--- config.mk ---
export PLATFORM = sky130hd
export DESIGN_NAME = async_serial_channel
export DESIGN_NICKNAME = d
export VERILOG_FILES = /design/src/serial_channel_pkg.sv /design/src/baud_tick_gen.sv /design/src/async_serial_channel.sv
export SDC_FILE = /design/constraint.sdc
export NUM_CORES = 1
export LEC_CHECK = 0
export ABC_CLOCK_PERIOD_IN_PS = 5100
export BUFFER_PORTS_ARGS = -buffer_cell sky130_fd_sc_hd__buf_2
export CORE_ASPECT_RATIO = 0.7
export CORE_MARGIN = 3
export CORE_UTILIZATION = 35
export CTS_CLUSTER_SIZE = 8
export DETAILED_ROUTE_END_ITERATION = 10
export GPL_TIMING_DRIVEN = 0
export PLACE_DENSITY_LB_ADDON = 0.25
export SYNTH_ARGS = -nofsm -noshare
export SYNTH_HDL_FRONTEND = slang
export SYNTH_SLANG_ARGS = --single-unit
--- constraint.sdc ---
create_clock -name i_ref_clk -period 5.1 [get_ports i_ref_clk]
set_clock_uncertainty 0.15 [all_clocks]
set_input_delay 0 -clock i_ref_clk [delete_from_list [all_inputs] [get_ports i_ref_clk]]
set_output_delay 0 -clock i_ref_clk [all_outputs]
set_load 0.01 [all_outputs]
--- src/serial_channel_pkg.sv ---
// constants shared by the serial channel design files
package serial_channel_pkg;
	localparam logic [2:0] MODE_OFF = 3'h0;
	localparam logic [2:0] MODE_TWO_WIRE = 3'h2;
	localparam logic [2:0] MODE_ASYNC7 = 3'h4;
	localparam logic [2:0] MODE_ASYNC8 = 3'h5;
	localparam logic [2:0] MODE_ASYNC9 = 3'h6;
	localparam int OVERSAMPLE = 16;
	localparam logic [3:0] OVERSAMPLE_LAST = 4'hF;
	localparam logic [3:0] SAMPLE_POINT = 4'h7;
	localparam logic [3:0] DELAY_MIN = 4'h2;
	localparam logic [3:0] DELAY_MAX = 4'h8;
	localparam logic [8:0] BUFFER_RESET = 9'h000;
	localparam int REF_CLK_MHZ = 50;
	typedef enum {ST_IDLE, ST_START, ST_DATA, ST_PARITY, ST_STOP} frame_state_t;
endpackage

--- src/baud_tick_gen.sv ---
// baud divider producing one oversample tick per n+1 count source cycles
`timescale 1ns/100ps
module baud_tick_gen (
	input wire logic i_ref_clk,
	input wire logic i_reset_n,
	input wire logic i_source_tick,
	input wire logic [7:0] i_baud_divider,
	output logic o_tick
);
	logic [7:0] count_r;

	// reload on reaching zero so any divider change takes effect at the next wrap
	always_ff @(posedge i_ref_clk or negedge i_reset_n) begin
		if (!i_reset_n) begin
			count_r <= 8'h00;
			o_tick <= 1'b0;
		end else begin
			o_tick <= 1'b0;
			if (i_source_tick) begin
				if (count_r == 8'h00) begin
					count_r <= i_baud_divider;
					o_tick <= 1'b1;
				end else begin
					count_r <= count_r - 8'h01;
				end
			end
		end
	end
endmodule

--- src/async_serial_channel.sv ---
// one asynchronous serial channel with two-wire mode support logic
// Overview of operation
// - characters use buffer bits 0-6, 0-7 or 0-8 for 7, 8, 9 bits
// - serial output idles high (low with line polarity inversion) after mode selection until a transfer starts
// - receive-only keeps output high (low with line polarity inversion); transmit-only frees the input pin
// - clock pin is port pin when internal clock, clock input when external
// - flow pin is port, clear-to-send input or request-to-send output
// - bit rate equals baud divider output divided by sixteen
// - writing rx_allow 0 then 1 resets the receive buffer state
// - mode off, mode on, then transmit_allow write clears transmit buffer
// - bit order select picks LSB or MSB first, only for 8-bit characters
// - data logic inversion flips written and read data bits
// - line polarity inversion flips every frame bit on both pins
// - clear-to-send high halts before the next character starts
// - request-to-send low when ready, high at first serial clock fall
// - split handshake needs specific settings on both channels
// - split handshake removes channel 1 separate flow control
// - two-wire mode is mode 010b with two-wire select set
// - two-wire data output changes only after clock is stably low
// - two-wire uses 8-bit characters; master clock divides by 2(n+1)
// - two-wire reception needs rx and tx allow and transmit data present
// - two-wire overrun at 8th bit before read; receive flag untouched
// - two-wire data delay is off or 2 to 8 count source cycles
// - software selects arbitration flag timing and clock delay
// - frame is start, 7-9 data, optional parity, one or two stops
// - async modes are 100b, 101b and 110b for 7, 8, 9 bits
`timescale 1ns/100ps
module async_serial_channel
	import serial_channel_pkg::*;
(
	input wire logic i_ref_clk,
	input wire logic i_reset_n,
	input wire logic i_source_tick,
	input wire logic [7:0] i_baud_divider,
	input wire logic [2:0] i_serial_mode_select,
	input wire logic i_two_wire_mode_select,
	input wire logic i_clock_source_external_select,
	input wire logic i_handshake_disable,
	input wire logic i_handshake_direction_select,
	input wire logic i_split_handshake_active,
	input wire logic i_bit_order_select,
	input wire logic i_data_logic_invert,
	input wire logic i_line_polarity_invert,
	input wire logic i_stop_bit_count_select,
	input wire logic i_parity_enable,
	input wire logic i_parity_odd,
	input wire logic i_clock_delay_select,
	input wire logic i_arbitration_update_select,
	input wire logic [3:0] i_data_delay_cycles,
	input wire logic i_transmit_allow,
	input wire logic i_transmit_allow_write,
	input wire logic i_rx_allow,
	input wire logic [8:0] i_tx_data,
	input wire logic i_tx_write,
	input wire logic i_rx_read,
	input wire logic i_serial_in_pin,
	input wire logic i_serial_clock_pin,
	input wire logic i_flow_control_pin,
	output logic o_serial_out_pin,
	output logic o_serial_out_pin_oe_n,
	output logic o_flow_control_pin,
	output logic o_flow_control_pin_oe_n,
	output logic o_serial_clock_is_input,
	output logic o_serial_in_is_port,
	output logic o_tx_buffer_empty_flag,
	output logic o_tx_shift_empty,
	output logic [8:0] o_rx_buffer,
	output logic o_rx_complete,
	output logic o_overrun_error,
	output logic o_framing_error,
	output logic o_parity_error,
	output logic o_two_wire_active,
	output logic o_arbitration_update_on_bit,
	output logic o_clock_delay_active
);
	logic async_mode;
	logic two_wire_mode;
	logic [3:0] char_bits;
	logic [8:0] data_mask;
	logic tick;
	logic [2:0] rxd_sync_r;
	logic [2:0] clk_sync_r;
	logic [2:0] cts_sync_r;
	logic rx_line_r;
	logic clk_pin_r;
	logic clk_pin_prev_r;
	logic cts_level_r;
	logic rx_line;
	logic cts_mode;
	logic rts_mode;
	logic rx_allow_prev_r;
	logic mode_was_off_r;
	logic [8:0] tx_buffer_r;
	logic tx_buffer_empty_r;
	frame_state_t tx_state_r;
	logic [3:0] tx_os_r;
	logic [3:0] tx_idx_r;
	logic [8:0] tx_shift_r;
	logic tx_stop2_r;
	logic tx_line_r;
	logic tx_parity_r;
	frame_state_t rx_state_r;
	logic [3:0] rx_os_r;
	logic [3:0] rx_idx_r;
	logic [8:0] rx_shift_r;
	logic rx_parity_r;
	logic rx_stop2_r;
	logic rx_full_r;
	logic rts_r;
	logic [3:0] low_count_r;
	logic delayed_out_r;
	logic [7:0] tx_rev;
	logic [7:0] rx_rev;

	assign async_mode = (i_serial_mode_select == MODE_ASYNC7) ||
		(i_serial_mode_select == MODE_ASYNC8) || (i_serial_mode_select == MODE_ASYNC9);
	assign two_wire_mode = (i_serial_mode_select == MODE_TWO_WIRE) && i_two_wire_mode_select;
	assign o_two_wire_active = two_wire_mode;

	// character width and the buffer bits it occupies
	always_comb begin
		if (two_wire_mode || i_serial_mode_select == MODE_ASYNC8) begin
			char_bits = 4'h8;
			data_mask = 9'h0FF;
		end else if (i_serial_mode_select == MODE_ASYNC9) begin
			char_bits = 4'h9;
			data_mask = 9'h1FF;
		end else begin
			char_bits = 4'h7;
			data_mask = 9'h07F;
		end
	end

	baud_tick_gen u_baud (
		.i_ref_clk(i_ref_clk),
		.i_reset_n(i_reset_n),
		.i_source_tick(i_source_tick),
		.i_baud_divider(i_baud_divider),
		.o_tick(tick)
	);

	// mirrored low byte for msb-first 8-bit characters, one wire per bit
	for (genvar g = 0; g < 8; g++) begin : g_rev
		assign tx_rev[g] = tx_buffer_r[7 - g];
		assign rx_rev[g] = rx_shift_r[7 - g];
	end

	// pin synchronisers: a change counts once stages two and three agree
	always_ff @(posedge i_ref_clk or negedge i_reset_n) begin
		if (!i_reset_n) begin
			rxd_sync_r <= 3'h7;
			clk_sync_r <= 3'h7;
			cts_sync_r <= 3'h7;
			rx_line_r <= 1'b1;
			clk_pin_r <= 1'b1;
			clk_pin_prev_r <= 1'b1;
			cts_level_r <= 1'b1;
		end else begin
			rxd_sync_r <= {rxd_sync_r[1:0], i_serial_in_pin};
			clk_sync_r <= {clk_sync_r[1:0], i_serial_clock_pin};
			cts_sync_r <= {cts_sync_r[1:0], i_flow_control_pin};
			if (rxd_sync_r[1] == rxd_sync_r[2])
				rx_line_r <= rxd_sync_r[2];
			if (clk_sync_r[1] == clk_sync_r[2])
				clk_pin_r <= clk_sync_r[2];
			if (cts_sync_r[1] == cts_sync_r[2])
				cts_level_r <= cts_sync_r[2];
			clk_pin_prev_r <= clk_pin_r;
		end
	end

	assign rx_line = rx_line_r ^ i_line_polarity_invert;
	assign o_serial_clock_is_input = i_clock_source_external_select;
	assign cts_mode = !i_handshake_disable && !i_handshake_direction_select &&
		!i_split_handshake_active;
	assign rts_mode = !i_handshake_disable && i_handshake_direction_select &&
		!i_split_handshake_active;
	assign o_serial_in_is_port = (rx_state_r == ST_IDLE) && !i_rx_allow;
	assign o_arbitration_update_on_bit = two_wire_mode && i_arbitration_update_select;
	assign o_clock_delay_active = two_wire_mode && i_clock_delay_select;

	// clear sequence trackers: rx_allow rising, and mode passing through off
	always_ff @(posedge i_ref_clk or negedge i_reset_n) begin
		if (!i_reset_n) begin
			rx_allow_prev_r <= 1'b0;
			mode_was_off_r <= 1'b0;
		end else begin
			rx_allow_prev_r <= i_rx_allow;
			if (i_serial_mode_select == MODE_OFF)
				mode_was_off_r <= 1'b1;
			else if (i_transmit_allow_write)
				mode_was_off_r <= 1'b0;
		end
	end

	// transmit holding buffer; data inversion applied on the way in
	always_ff @(posedge i_ref_clk or negedge i_reset_n) begin
		if (!i_reset_n) begin
			tx_buffer_r <= BUFFER_RESET;
			tx_buffer_empty_r <= 1'b1;
		end else if (i_transmit_allow_write && mode_was_off_r &&
			i_serial_mode_select != MODE_OFF) begin
			tx_buffer_r <= BUFFER_RESET;
			tx_buffer_empty_r <= 1'b1;
		end else if (i_tx_write) begin
			tx_buffer_r <= (i_data_logic_invert ? ~i_tx_data : i_tx_data) & data_mask;
			tx_buffer_empty_r <= 1'b0;
		end else if (tx_state_r == ST_IDLE && !tx_buffer_empty_r && i_transmit_allow &&
			(async_mode || two_wire_mode) && !(cts_mode && cts_level_r)) begin
			tx_buffer_empty_r <= 1'b1;
		end
	end
	assign o_tx_buffer_empty_flag = tx_buffer_empty_r;

	// transmitter: one bit per sixteen ticks
	always_ff @(posedge i_ref_clk or negedge i_reset_n) begin
		if (!i_reset_n) begin
			tx_state_r <= ST_IDLE;
			tx_os_r <= 4'h0;
			tx_idx_r <= 4'h0;
			tx_shift_r <= BUFFER_RESET;
			tx_stop2_r <= 1'b0;
			tx_line_r <= 1'b1;
			tx_parity_r <= 1'b0;
		end else if (!async_mode && !two_wire_mode) begin
			tx_state_r <= ST_IDLE;
			tx_line_r <= 1'b1;
		end else begin
			case (tx_state_r)
				ST_IDLE: begin
					tx_line_r <= 1'b1;
					tx_os_r <= 4'h0;
					if (!tx_buffer_empty_r && i_transmit_allow && !i_tx_write &&
						!(cts_mode && cts_level_r)) begin
						tx_shift_r <= tx_buffer_r;
						if (i_bit_order_select && char_bits == 4'h8)
							tx_shift_r <= {1'b0, tx_rev};
						tx_parity_r <= i_parity_odd;
						tx_idx_r <= 4'h0;
						tx_state_r <= ST_START;
					end
				end
				ST_START: begin
					tx_line_r <= 1'b0;
					if (tick) begin
						tx_os_r <= tx_os_r + 4'h1;
						if (tx_os_r == OVERSAMPLE_LAST) begin
							tx_state_r <= ST_DATA;
							tx_line_r <= tx_shift_r[0];
						end
					end
				end
				ST_DATA: begin
					tx_line_r <= tx_shift_r[0];
					if (tick) begin
						tx_os_r <= tx_os_r + 4'h1;
						if (tx_os_r == OVERSAMPLE_LAST) begin
							tx_parity_r <= tx_parity_r ^ tx_shift_r[0];
							tx_shift_r <= {1'b0, tx_shift_r[8:1]};
							tx_idx_r <= tx_idx_r + 4'h1;
							if (tx_idx_r == char_bits - 4'h1) begin
								tx_state_r <= i_parity_enable ? ST_PARITY : ST_STOP;
								tx_stop2_r <= i_stop_bit_count_select;
							end
						end
					end
				end
				ST_PARITY: begin
					tx_line_r <= tx_parity_r;
					if (tick) begin
						tx_os_r <= tx_os_r + 4'h1;
						if (tx_os_r == OVERSAMPLE_LAST)
							tx_state_r <= ST_STOP;
					end
				end
				default: begin
					tx_line_r <= 1'b1;
					if (tick) begin
						tx_os_r <= tx_os_r + 4'h1;
						if (tx_os_r == OVERSAMPLE_LAST) begin
							if (tx_stop2_r)
								tx_stop2_r <= 1'b0;
							else
								tx_state_r <= ST_IDLE;
						end
					end
				end
			endcase
		end
	end
	assign o_tx_shift_empty = (tx_state_r == ST_IDLE);

	// two-wire data delay: output follows only after clock held low long enough
	always_ff @(posedge i_ref_clk or negedge i_reset_n) begin
		if (!i_reset_n) begin
			low_count_r <= 4'h0;
			delayed_out_r <= 1'b1;
		end else if (clk_pin_r) begin
			low_count_r <= 4'h0;
		end else begin
			if (i_source_tick && low_count_r != 4'hF)
				low_count_r <= low_count_r + 4'h1;
			if (i_data_delay_cycles < DELAY_MIN || low_count_r >= DELAY_MAX ||
				low_count_r >= i_data_delay_cycles)
				delayed_out_r <= tx_line_r;
		end
	end

	// pin drive: two-wire data is open drain, async output always driven
	always_comb begin
		if (two_wire_mode) begin
			o_serial_out_pin = 1'b0;
			o_serial_out_pin_oe_n = delayed_out_r;
		end else begin
			o_serial_out_pin = tx_line_r ^ i_line_polarity_invert;
			o_serial_out_pin_oe_n = 1'b0;
		end
	end

	// receiver with start recheck and mid-bit sampling
	always_ff @(posedge i_ref_clk or negedge i_reset_n) begin
		if (!i_reset_n) begin
			rx_state_r <= ST_IDLE;
			rx_os_r <= 4'h0;
			rx_idx_r <= 4'h0;
			rx_shift_r <= BUFFER_RESET;
			rx_parity_r <= 1'b0;
			rx_stop2_r <= 1'b0;
		end else if (!i_rx_allow || !async_mode) begin
			rx_state_r <= ST_IDLE;
		end else begin
			case (rx_state_r)
				ST_IDLE: begin
					rx_os_r <= 4'h0;
					if (!rx_line) begin
						rx_state_r <= ST_START;
						rx_idx_r <= 4'h0;
						rx_shift_r <= BUFFER_RESET;
						rx_parity_r <= i_parity_odd;
					end
				end
				ST_START: begin
					if (tick) begin
						rx_os_r <= rx_os_r + 4'h1;
						if (rx_os_r == SAMPLE_POINT && rx_line)
							rx_state_r <= ST_IDLE;
						if (rx_os_r == OVERSAMPLE_LAST)
							rx_state_r <= ST_DATA;
					end
				end
				ST_DATA: begin
					if (tick) begin
						rx_os_r <= rx_os_r + 4'h1;
						if (rx_os_r == SAMPLE_POINT) begin
							rx_shift_r[rx_idx_r] <= rx_line;
							rx_parity_r <= rx_parity_r ^ rx_line;
						end
						if (rx_os_r == OVERSAMPLE_LAST) begin
							rx_idx_r <= rx_idx_r + 4'h1;
							if (rx_idx_r == char_bits - 4'h1) begin
								rx_state_r <= i_parity_enable ? ST_PARITY : ST_STOP;
								rx_stop2_r <= i_stop_bit_count_select;
							end
						end
					end
				end
				ST_PARITY: begin
					if (tick) begin
						rx_os_r <= rx_os_r + 4'h1;
						if (rx_os_r == SAMPLE_POINT)
							rx_parity_r <= rx_parity_r ^ rx_line;
						if (rx_os_r == OVERSAMPLE_LAST)
							rx_state_r <= ST_STOP;
					end
				end
				default: begin
					if (tick) begin
						rx_os_r <= rx_os_r + 4'h1;
						if (rx_os_r == SAMPLE_POINT && rx_stop2_r && rx_line) begin
							rx_stop2_r <= 1'b0;
						end else if (rx_os_r == SAMPLE_POINT) begin
							rx_state_r <= ST_IDLE;
						end
					end
				end
			endcase
		end
	end

	// receive buffer; completion sets flags, set wins over a same-cycle read
	always_ff @(posedge i_ref_clk or negedge i_reset_n) begin
		if (!i_reset_n) begin
			o_rx_buffer <= BUFFER_RESET;
			rx_full_r <= 1'b0;
			o_overrun_error <= 1'b0;
			o_framing_error <= 1'b0;
			o_parity_error <= 1'b0;
		end else if (i_rx_allow && !rx_allow_prev_r) begin
			o_rx_buffer <= BUFFER_RESET;
			rx_full_r <= 1'b0;
			o_overrun_error <= 1'b0;
			o_framing_error <= 1'b0;
			o_parity_error <= 1'b0;
		end else if (rx_state_r == ST_STOP && tick && rx_os_r == SAMPLE_POINT &&
			!(rx_stop2_r && rx_line)) begin
			if (rx_full_r && !i_rx_read) begin
				o_overrun_error <= 1'b1;
			end else begin
				rx_full_r <= 1'b1;
				o_framing_error <= !rx_line;
				o_parity_error <= i_parity_enable && rx_parity_r;
			end
			if (i_bit_order_select && char_bits == 4'h8)
				o_rx_buffer <= {1'b0, rx_rev ^ {8{i_data_logic_invert}}};
			else
				o_rx_buffer <= (rx_shift_r ^ {9{i_data_logic_invert}}) & data_mask;
		end else if (i_rx_read) begin
			rx_full_r <= 1'b0;
		end
	end
	assign o_rx_complete = rx_full_r;

	// request-to-send: low when ready, high at first falling clock pin edge
	always_ff @(posedge i_ref_clk or negedge i_reset_n) begin
		if (!i_reset_n) begin
			rts_r <= 1'b1;
		end else if (!i_rx_allow || rx_full_r) begin
			rts_r <= 1'b1;
		end else if (clk_pin_prev_r && !clk_pin_r) begin
			rts_r <= 1'b1;
		end else if (rx_state_r == ST_IDLE) begin
			rts_r <= 1'b0;
		end
	end
	assign o_flow_control_pin = rts_r;
	assign o_flow_control_pin_oe_n = !rts_mode;
endmodule

## Yosys cells after proc, flatten, opt, wreduce, memory -nomap -nowiden

Index checks and enable logic that the tools add are counted.

- Memory bits (read-only): 0
- Output and inout port bits: 24
- Latch bits: 0
- Bits of input ports: 48
- Logic and storage cells: 324
- Memory bits (writable): 0
- Bits in registers: 156
- Memories: 0

- Equal/unequal tests: 52
- Reduce and logical (&&, ||, !) cells: 98
- Multiply operators: 0
- Divide/modulo/power cells: 0
- Bitwise operators: 14
- Order comparisons: 5
- Mux-type cells: 114
- Shifts and indexed selects: 0
- Add/sub/neg operators: 7

Operators with widths:

| kind | count |
|---|---|
| two-way mux 32 bit | 25 |
| case mux 32 bit (4 select lines) | 2 |
| two-way mux 9 bit | 15 |
| equality test 32 x 2 -> 1 bit (second input constant) | 4 |
| logical NOT 32 bit | 4 |
| equality test 32 x 1 -> 1 bit (second input constant) | 2 |
| two-way mux 4 bit | 14 |
| two-way mux 1 bit | 45 |
| case mux 9 bit (2 select lines) | 2 |
| logical AND 1 bit | 33 |
| equality test 32 x 4 -> 1 bit (second input constant) | 1 |
| != test 3 bit (second input constant) | 10 |
| AND reduction 5 bit | 5 |
| AND reduction 11 bit | 2 |
| nonzero test 2 bit | 11 |
| nonzero test 3 bit | 7 |
| adder 4 x 1 -> 4 bit (second input constant) | 5 |
| AND 9 bit | 2 |
| != test 3 x 2 -> 1 bit (second input constant) | 6 |
| != test 2 bit (second input constant) | 8 |
| case mux 4 bit (2 select lines) | 2 |
| logical NOT 1 bit | 15 |
| equality test 4 bit (second input constant) | 3 |
| AND reduction 2 bit | 6 |
| other kinds (34) | 61 |

## Depth between registers and ports, before layout

Gate-level depths: netlist of the first run.

- Word-level depth: 11
- Depth in mapped cells: 9
- Depth with buffers taken out: 7

## Modules after synthesis

A second synthesis of the first run with hierarchy kept.

- Cells, all modules: 574
- Area total of the unflattened synthesis: 5449.0 um^2

By module, submodules not included:

| module | seq. area each (um^2) | instances | cells an instance | area each (um^2) |
|---|---|---|---|---|
| async_serial_channel | 2248.4 | 1 | 513 | 4853.4 |
| baud_tick_gen | 225.2 | 1 | 61 | 595.6 |

## Worst setup path before layout of the first run

OpenSTA, ideal clock, no wires.

- Path type: register to register
- From: register tx_state_r[1]
- To: register tx_idx_r[3]
- Slack: 2.910 ns
- Path buffers: 3
- Arrival time: 1.919 ns
- Period minus slack after synthesis: 2.190 ns
- Setup time: 0.121 ns
- Data required time: 4.829 ns
- Cell stages (with the launch flop): 9
- Path through: dfrtp_1 buf_6 or3_4 clkinv_4 nand4_2 a2111o_1 buf_6 buf_6 a22o_1

- Longest elaborated chain between the ends: 3
- Elaborated cells on any way between the ends: 8
- Those cells by class: 4 x eq/ne; 1 x mux; 3 x reduce/logical

Ends and longest elaborated chain:

| element | RTL line | source |
|---|---|---|
| from (decl) | async_serial_channel.sv:95 | `frame_state_t tx_state_r;` |
| from (signal assigned) | async_serial_channel.sv:262 | `tx_state_r <= i_parity_enable ? ST_PARITY : ST_STOP;` |
| equality test 32 x 2 -> 1 bit or logical NOT 32 bit (tied branches) | async_serial_channel.sv:229 | `case (tx_state_r)` |
| != test 2 x 1 -> 1 bit (no source line) (tied with other cells) | - |  |
| AND reduction 5 bit (no source line) | - |  |
| to (signal assigned) | async_serial_channel.sv:260 | `tx_idx_r <= tx_idx_r + 4'h1;` |
| to (decl) | async_serial_channel.sv:97 | `logic [3:0] tx_idx_r;` |

Parallel ways exist; a longest one is shown, timed or not.
A chain may end at the register's enable or synchronous reset.

## Final worst setup path of the first run

- From: register u_baud.count_r[3]
- To: register u_baud.count_r[7]

- Longest elaborated chain between the ends: 2
- Elaborated cells on any way between the ends: 3
- Those cells by class: 1 x add/sub; 1 x mux; 1 x reduce/logical

Ends and longest elaborated chain:

| element | RTL line | source |
|---|---|---|
| from (decl) | baud_tick_gen.sv:10 | `logic [7:0] count_r;` |
| from (signal assigned) | baud_tick_gen.sv:21 | `count_r <= i_baud_divider;` |
| from (signal assigned) | baud_tick_gen.sv:24 | `count_r <= count_r - 8'h01;` |
| subtractor 8 x 1 -> 8 bit or logical NOT 8 bit (tied branches) | baud_tick_gen.sv:24, baud_tick_gen.sv:20 |  |
| two-way mux 8 bit * | baud_tick_gen.sv:20 | `if (count_r == 8'h00) begin` |

Mark *: on every way between the ends. The rest lies on a longest branch, timed or not.

==> run summary, run 1 <==
Status: completed
Critical Path Start Type: flip-flop
Total number of vias: 4,693
H-tree depth: 3
Detailed Place HPWL: 9865 um
Initial antenna violation count: 0
First-pass DRT Iterations: 5
Die height: 110.7 um
Clock latency at the later pin of the worst-skew pair: 350 ps
Maximum root-to-sink buffer count: 2
CP Capture Type: flip-flop
RR Startpoint: u_baud.count_r[3]$_DFFE_PN0P_
# clock sinks: 98
Max VDD drop: 0.0001898 V
Wire length per cell: 15.19 um
Pwr/cell area: 296.6 mW/mm^2
RSZ-0062 raised after global routing: false
Period utilisation layout: 53.64%
Synth Instances: 578
Worst r2r dst: u_baud.count_r[7]$_DFFE_PN0P_
Root Buffer: clkbuf_16
Starting Density: 36.54%
# IOs: 72
Syn Nets: 641
Synth warnings: 0
Mapped cell area: 0.005482 mm^2
Syn Area/Cell: 9.484 um^2
Max Freq: 365.5 MHz
Pin count of the biggest net entering global routing: 53
FFs w/ async S/R, synth: 100.0%
Area after DPL: 0.006091 mm^2
IO buf count: 67
First-pass GRT wire length: 22,920 um
Die area: 0.01722 mm^2
Max-cap violations: 0
Clock-pin slew on the worst setup and hold paths: 70 ps
Critical Path Fanout Max: 10
EDFF count, synth: 0
Register area share after synthesis: 45.13%
Final net count: 755
Diodes inserted: 0
Die width: 155.6 um
Synth Flop Type: dfrtp_1
Row cnt: 37
Total CTS buffers: 9
Hold_ws: 5.766 ps
GP Congestion: 0.8299
Design area: 0.006735 mm^2
Setup Total Neg Slack: 0 ps
GRT Overall Usage: 16.08%
Worst slew margin: 42.04%
Crit path to: u_baud.count_r[7]$_DFFE_PN0P_
Number of global-route vias before repair: 4,550
Worst Tran Pin Value: 867.5 ps
Synthesized flop and latch total: 98
Hold Fails Final Rpt: 0
Endpoints failing setup: 0
Fin crit period: 2736 ps
Lkg Pwr: 3.182 nW
Final slew viol count: 0
Crit Path Class: flip-flop to flip-flop
Core ar.: 0.01500 mm^2
Overall Power: 0.001998 W
Initial DRC Count: 463
Final WL: 13,550 um
Area growth, synth to finish: 22.87%
DRC: 0
Total grt overflow: 0
Vias per cell: 5.261
Distinct cells, synth: 75
Critical path startpoint: u_baud.count_r[3]$_DFFE_PN0P_
Ratio of cells with drive above 1 in the final layout: 19.23%
CP arrival: 2810 ps
Required time worst endpoint: 5170 ps
R2r setup slk: 2360 ps
Antenna Nets Post-Route: 0
Reg2reg path depth: 6
CTS tree: built
Hold WC Path Type: primary input to flip-flop
[sequential cells by signal, summed over array words and instances, names as in the netlist, 3 cells and up]
name,count
rx_os_r,4
rxd_sync_r,3
rx_state_r,3
cts_sync_r,3
low_count_r,4
rx_idx_r,4
clk_sync_r,3
o_rx_buffer,9
rx_shift_r,9
tx_state_r,3
tx_os_r,4
tx_idx_r,4
tx_buffer_r,9
tx_shift_r,9
u_baud.count_r,8
[critical path, cell delays in order (launching register included)]
cell and delay (ps):
dfrtp_1 450, nor4_1 550, nand3_1 310, clkbuf_1 290, o21ai_0 200, a21oi_1 80
dlygate4sd3_1 580
[area by class of cell]
class / count / area, um^2
fillers: 1464 / 8264
plain buffers: 32 / 167.7
multi-input cells: 419 / 2726
repair buffers: 103 / 715.7
clock inverters: 6 / 65.06
flip-flops and latches: 98 / 2474
well taps: 195 / 244.0
clock buffers: 10 / 229.0
inverters: 29 / 113.9
[how the worst min path moves through the flow]
stage,startpoint,end,slack (ps),cells after the start
after detailed placement,i_reset_n,o_parity_error$_DFFE_PN0P_,-80,1
after global placement,i_serial_clock_pin,clk_sync_r[0]$_DFF_PN1_,-40,1
after global routing,i_data_logic_invert,o_rx_buffer[8]$_DFFE_PN0P_,40,4
after floorplan,i_reset_n,low_count_r[0]$_DFFE_PN0P_,-450,0
after CTS,i_serial_mode_select[1],rx_state_r[0]$_DFFE_PN0P_,20,4
final,i_data_logic_invert,o_rx_buffer[8]$_DFFE_PN0P_,6,4
[cell usage in the layout, fill, tap and decap left out, types with 8 or more instances in the layout]
cell type       n
a211oi_1       16
a21o_1         12
a21oi_1        35
buf_2          68
clkbuf_1       23
clkbuf_16       9
dfrtp_1        81
dfstp_2        17
dlygate4sd3_1  35
ha_1           15
inv_1          28
mux2i_1        30
nand2_1        42
nand2b_1       10
nand3_1        19
nor2_1         56
nor3_1          8
o21ai_0        46
xnor2_1        12
[Yosys cell counts, drive strengths merged (10+ instances only)]
master / n / area (um^2)
a21oi: 35 / 175.2
a21o: 12 / 90.09
a211oi: 17 / 132.6
nor2: 56 / 210.2
xnor2: 12 / 105.1
mux2i: 30 / 300.3
nand2b: 10 / 62.56
nand3: 19 / 95.09
buf: 10 / 85.07
ha: 15 / 187.7
o21ai: 52 / 267.8
nand2: 42 / 157.7
inv: 28 / 105.1
dfrtp: 81 / 2027
dfstp: 17 / 446.7
clkbuf: 22 / 82.58
[per-layer routing]
metal  wire [um]  track usage [%]
met3         502            2.848
met2        6248            24.90
met1        6658            23.67
met4         143            3.265
met5           0                0
[stage by stage]
| step | std cells | setup slack (ps) | utilization (%) |
|---|---|---|---|
| floorplan | 578 | 2910 | - |
| global placement | 840 | 2648 | 40.41 |
| detailed placement | 841 | 2601 | 40.61 |
| CTS | 892 | 2375 | 44.90 |
| global route | 892 | 2182 | 44.90 |
| finish | 892 | 2364 | 44.90 |
[where the power goes]
group | leakage (nW) | total (W) | internal [W] | switching, W
logic | 1.79 | 0.000371 | 0.000178 | 0.000193
clock network | 0.143 | 0.000676 | 0.000381 | 0.000295
registers | 1.25 | 0.000950 | 0.000876 | 0.0000749
total | 3.18 | 0.00200 | 0.00143 | 0.000563
[cells by family (layout without fill, tap and decap cells)]
group           after synthesis  after routing  synth area share, %
buf+inv                      61            180                5.136
mux                          34             34                6.300
simple gates                191            191                17.83
fa+ha+maj                    18             18                3.972
xor+xnor                     19             19                3.036
flops                        98             98                45.13
compound gates              157            157                18.60
[repair_timing]
action | CTS | global route
hold buffers | 35 | 0
gates resized for setup | 0 | 0
setup buffers | 0 | 0
endpoints found under the setup margin | 0 | 0
endpoints found under the hold margin | 81 | 0
Note: power is estimated with default switching activity, not from simulation.
==> run 2, diff against run 1 <==
- ABC_CLOCK_PERIOD_IN_PS: 5100 -> 2300
- clock period: 5.1 -> 2.3 ns (I/O delays scaled with it)
==> run summary, run 2 (synthesis results as in run 1) <==
Period utilisation layout: 98.59%
Critical Path Start Type: flip-flop
Final non-filler cell total: 893
Worst slew margin: 57.31%
GRT Overall Usage: 16.15%
Root Buffer: clkbuf_16
Reg2reg path depth: 9
Wire length per cell: 15.33 um
Maximum root-to-sink buffer count: 2
Worst Tran Pin Value: 640.4 ps
Most common cell after layout, fill and taps aside: dfrtp_1
Vias per cell: 5.291
Max-cap violations: 0
Endpoints failing setup: 0
Pin count of the biggest net entering global routing: 53
Final net count: 756
Crit Path Class: flip-flop to flip-flop
Pwr/cell area: 644.6 mW/mm^2
Hold Crit Depth: 4
Die width: 155.6 um
First-pass DRT Iterations: 5
Clock latency at the later pin of the worst-skew pair: 340 ps
Placed Cells: 841
Number of global-route vias before repair: 4,553
Diodes inserted: 0
Hold WC Path Type: primary input to flip-flop
Critical Path Fanout Max: 6
Final WL: 13,690 um
Row cnt: 37
Die area: 0.01722 mm^2
Core ar.: 0.01500 mm^2
Required time worst endpoint: 2370 ps
GP Congestion: 0.8299
Total CTS buffers: 9
Final core occ: 45.63%
H-tree depth: 3
Status: completed
Final slew viol count: 0
CP arrival: 2330 ps
Ratio of cells with drive above 1 in the final layout: 21.78%
Die height: 110.7 um
Starting Density: 36.54%
CP Capture Type: flip-flop
First-pass GRT wire length: 23,030 um
Max Freq: 441.0 MHz
Total number of vias: 4,725
Initial antenna violation count: 0
Lkg Pwr: 3.231 nW
CTS tree: built
Hold Fails Final Rpt: 0
Clock-pin slew on the worst setup and hold paths: 70 ps
Antenna Nets Post-Route: 0
Max VDD drop: 0.0004083 V
DRC: 0
Initial DRC Count: 387
Commonest non-fill, non-tap cells in the layout: dfrtp_1 (81), buf_2 (68), nor2_1 (56)
Total grt overflow: 0
Fin crit period: 2268 ps
Setup Total Neg Slack: 0 ps
# IOs: 72
Area growth, synth to finish: 24.86%
# clock sinks: 98
IO buf count: 67
Detailed Place HPWL: 9865 um
RSZ-0062 raised after global routing: true
[run 2: cell types whose count changed in the layout (fill, tap and decap cells not counted), moves of 2 or more]
cell / before / now
buf_4: 3 / 8
clkbuf_1: 23 / 17
clkbuf_2: 0 / 2
dlygate4sd3_1: 35 / 32
nor3_1: 8 / 6
nor3_2: 0 / 2
nor4_1: 7 / 4
nor4_2: 0 / 2
[run 2: timing repair]
item | 4_1_cts | 5_1_grt
setup endpoints to repair | 28 | 31
pin swaps | 0 | 5
gates resized for setup | 6 | 15
hold endpoints to repair | 81 | 0
setup buffers | 1 | 4
gates cloned | 0 | 2
hold buffers | 32 | 0
[run 2: through the flow]
stage | hold slack [ps] | power [W] | area [um^2] | worst slack, ps
global placement | -44.45 | 0.002820 | 6061 | -151.6
CTS | 17.73 | 0.004428 | 6730 | 4.195
finish | 13.14 | 0.004412 | 6844 | 32.40
floorplan | -445.6 | 0.002594 | 5482 | 109.5
detailed placement | -80.58 | 0.002862 | 6091 | -199.5
global route | 40.80 | 0.004656 | 6844 | -64.55
[run 2: layout make-up]
cell class	count	area, um^2
multi-input combinational	419	2793
sequential	98	2474
buffer	29	172.7
fill	1462	8155
inverter	29	113.9
clock buffer	10	229.0
clock inverter	6	65.06
tap	195	244.0
timing repair buffer	107	753.2
[run 2: power by group]
part / internal, W / total (W) / switching, W
registers: 0.00194 / 0.00211 / 0.000172
logic: 0.000376 / 0.000801 / 0.000426
clock network: 0.000846 / 0.00150 / 0.000651
total: 0.00316 / 0.00441 / 0.00125
[run 2: worst paths after layout]
| kind | slack [ps] | from | end |
|---|---|---|---|
| setup / recovery | 30 | tx_state_r[1]$_DFFE_PN0P_ | tx_idx_r[2]$_DFFE_PN0P_ |
| hold / removal | 10 | i_data_logic_invert | o_rx_buffer[8]$_DFFE_PN0P_ |
| setup reg to reg | 30 | tx_state_r[1]$_DFFE_PN0P_ | tx_idx_r[2]$_DFFE_PN0P_ |
| hold reg to reg | 210 | rxd_sync_r[0]$_DFF_PN1_ | rxd_sync_r[1]$_DFF_PN1_ |
| max in group asynchronous | 1200 | i_reset_n | cts_sync_r[2]$_DFF_PN1_ |
| min in group asynchronous | 80 | i_reset_n | o_rx_complete$_DFFE_PN0P_ |
[run 2: routing by layer]
metal  vias to the layer above  wire (um)  global-route usage [%]
li1                       2291          -                       -
met1                      2323       6746                   23.91
met2                       100       6303                   24.84
met3                        11        507                   2.848
met4                         0        136                   3.265
met5                         -          0                       0
[run 2: critical path, stage by stage (launching register included)]
cell	delay, ps
dfrtp_1	370
buf_6	130
or3_4	390
clkinv_4	70
nand4_4	70
a2111o_1	480
buf_6	170
buf_8	130
o21ai_2	120
o41ai_2	80
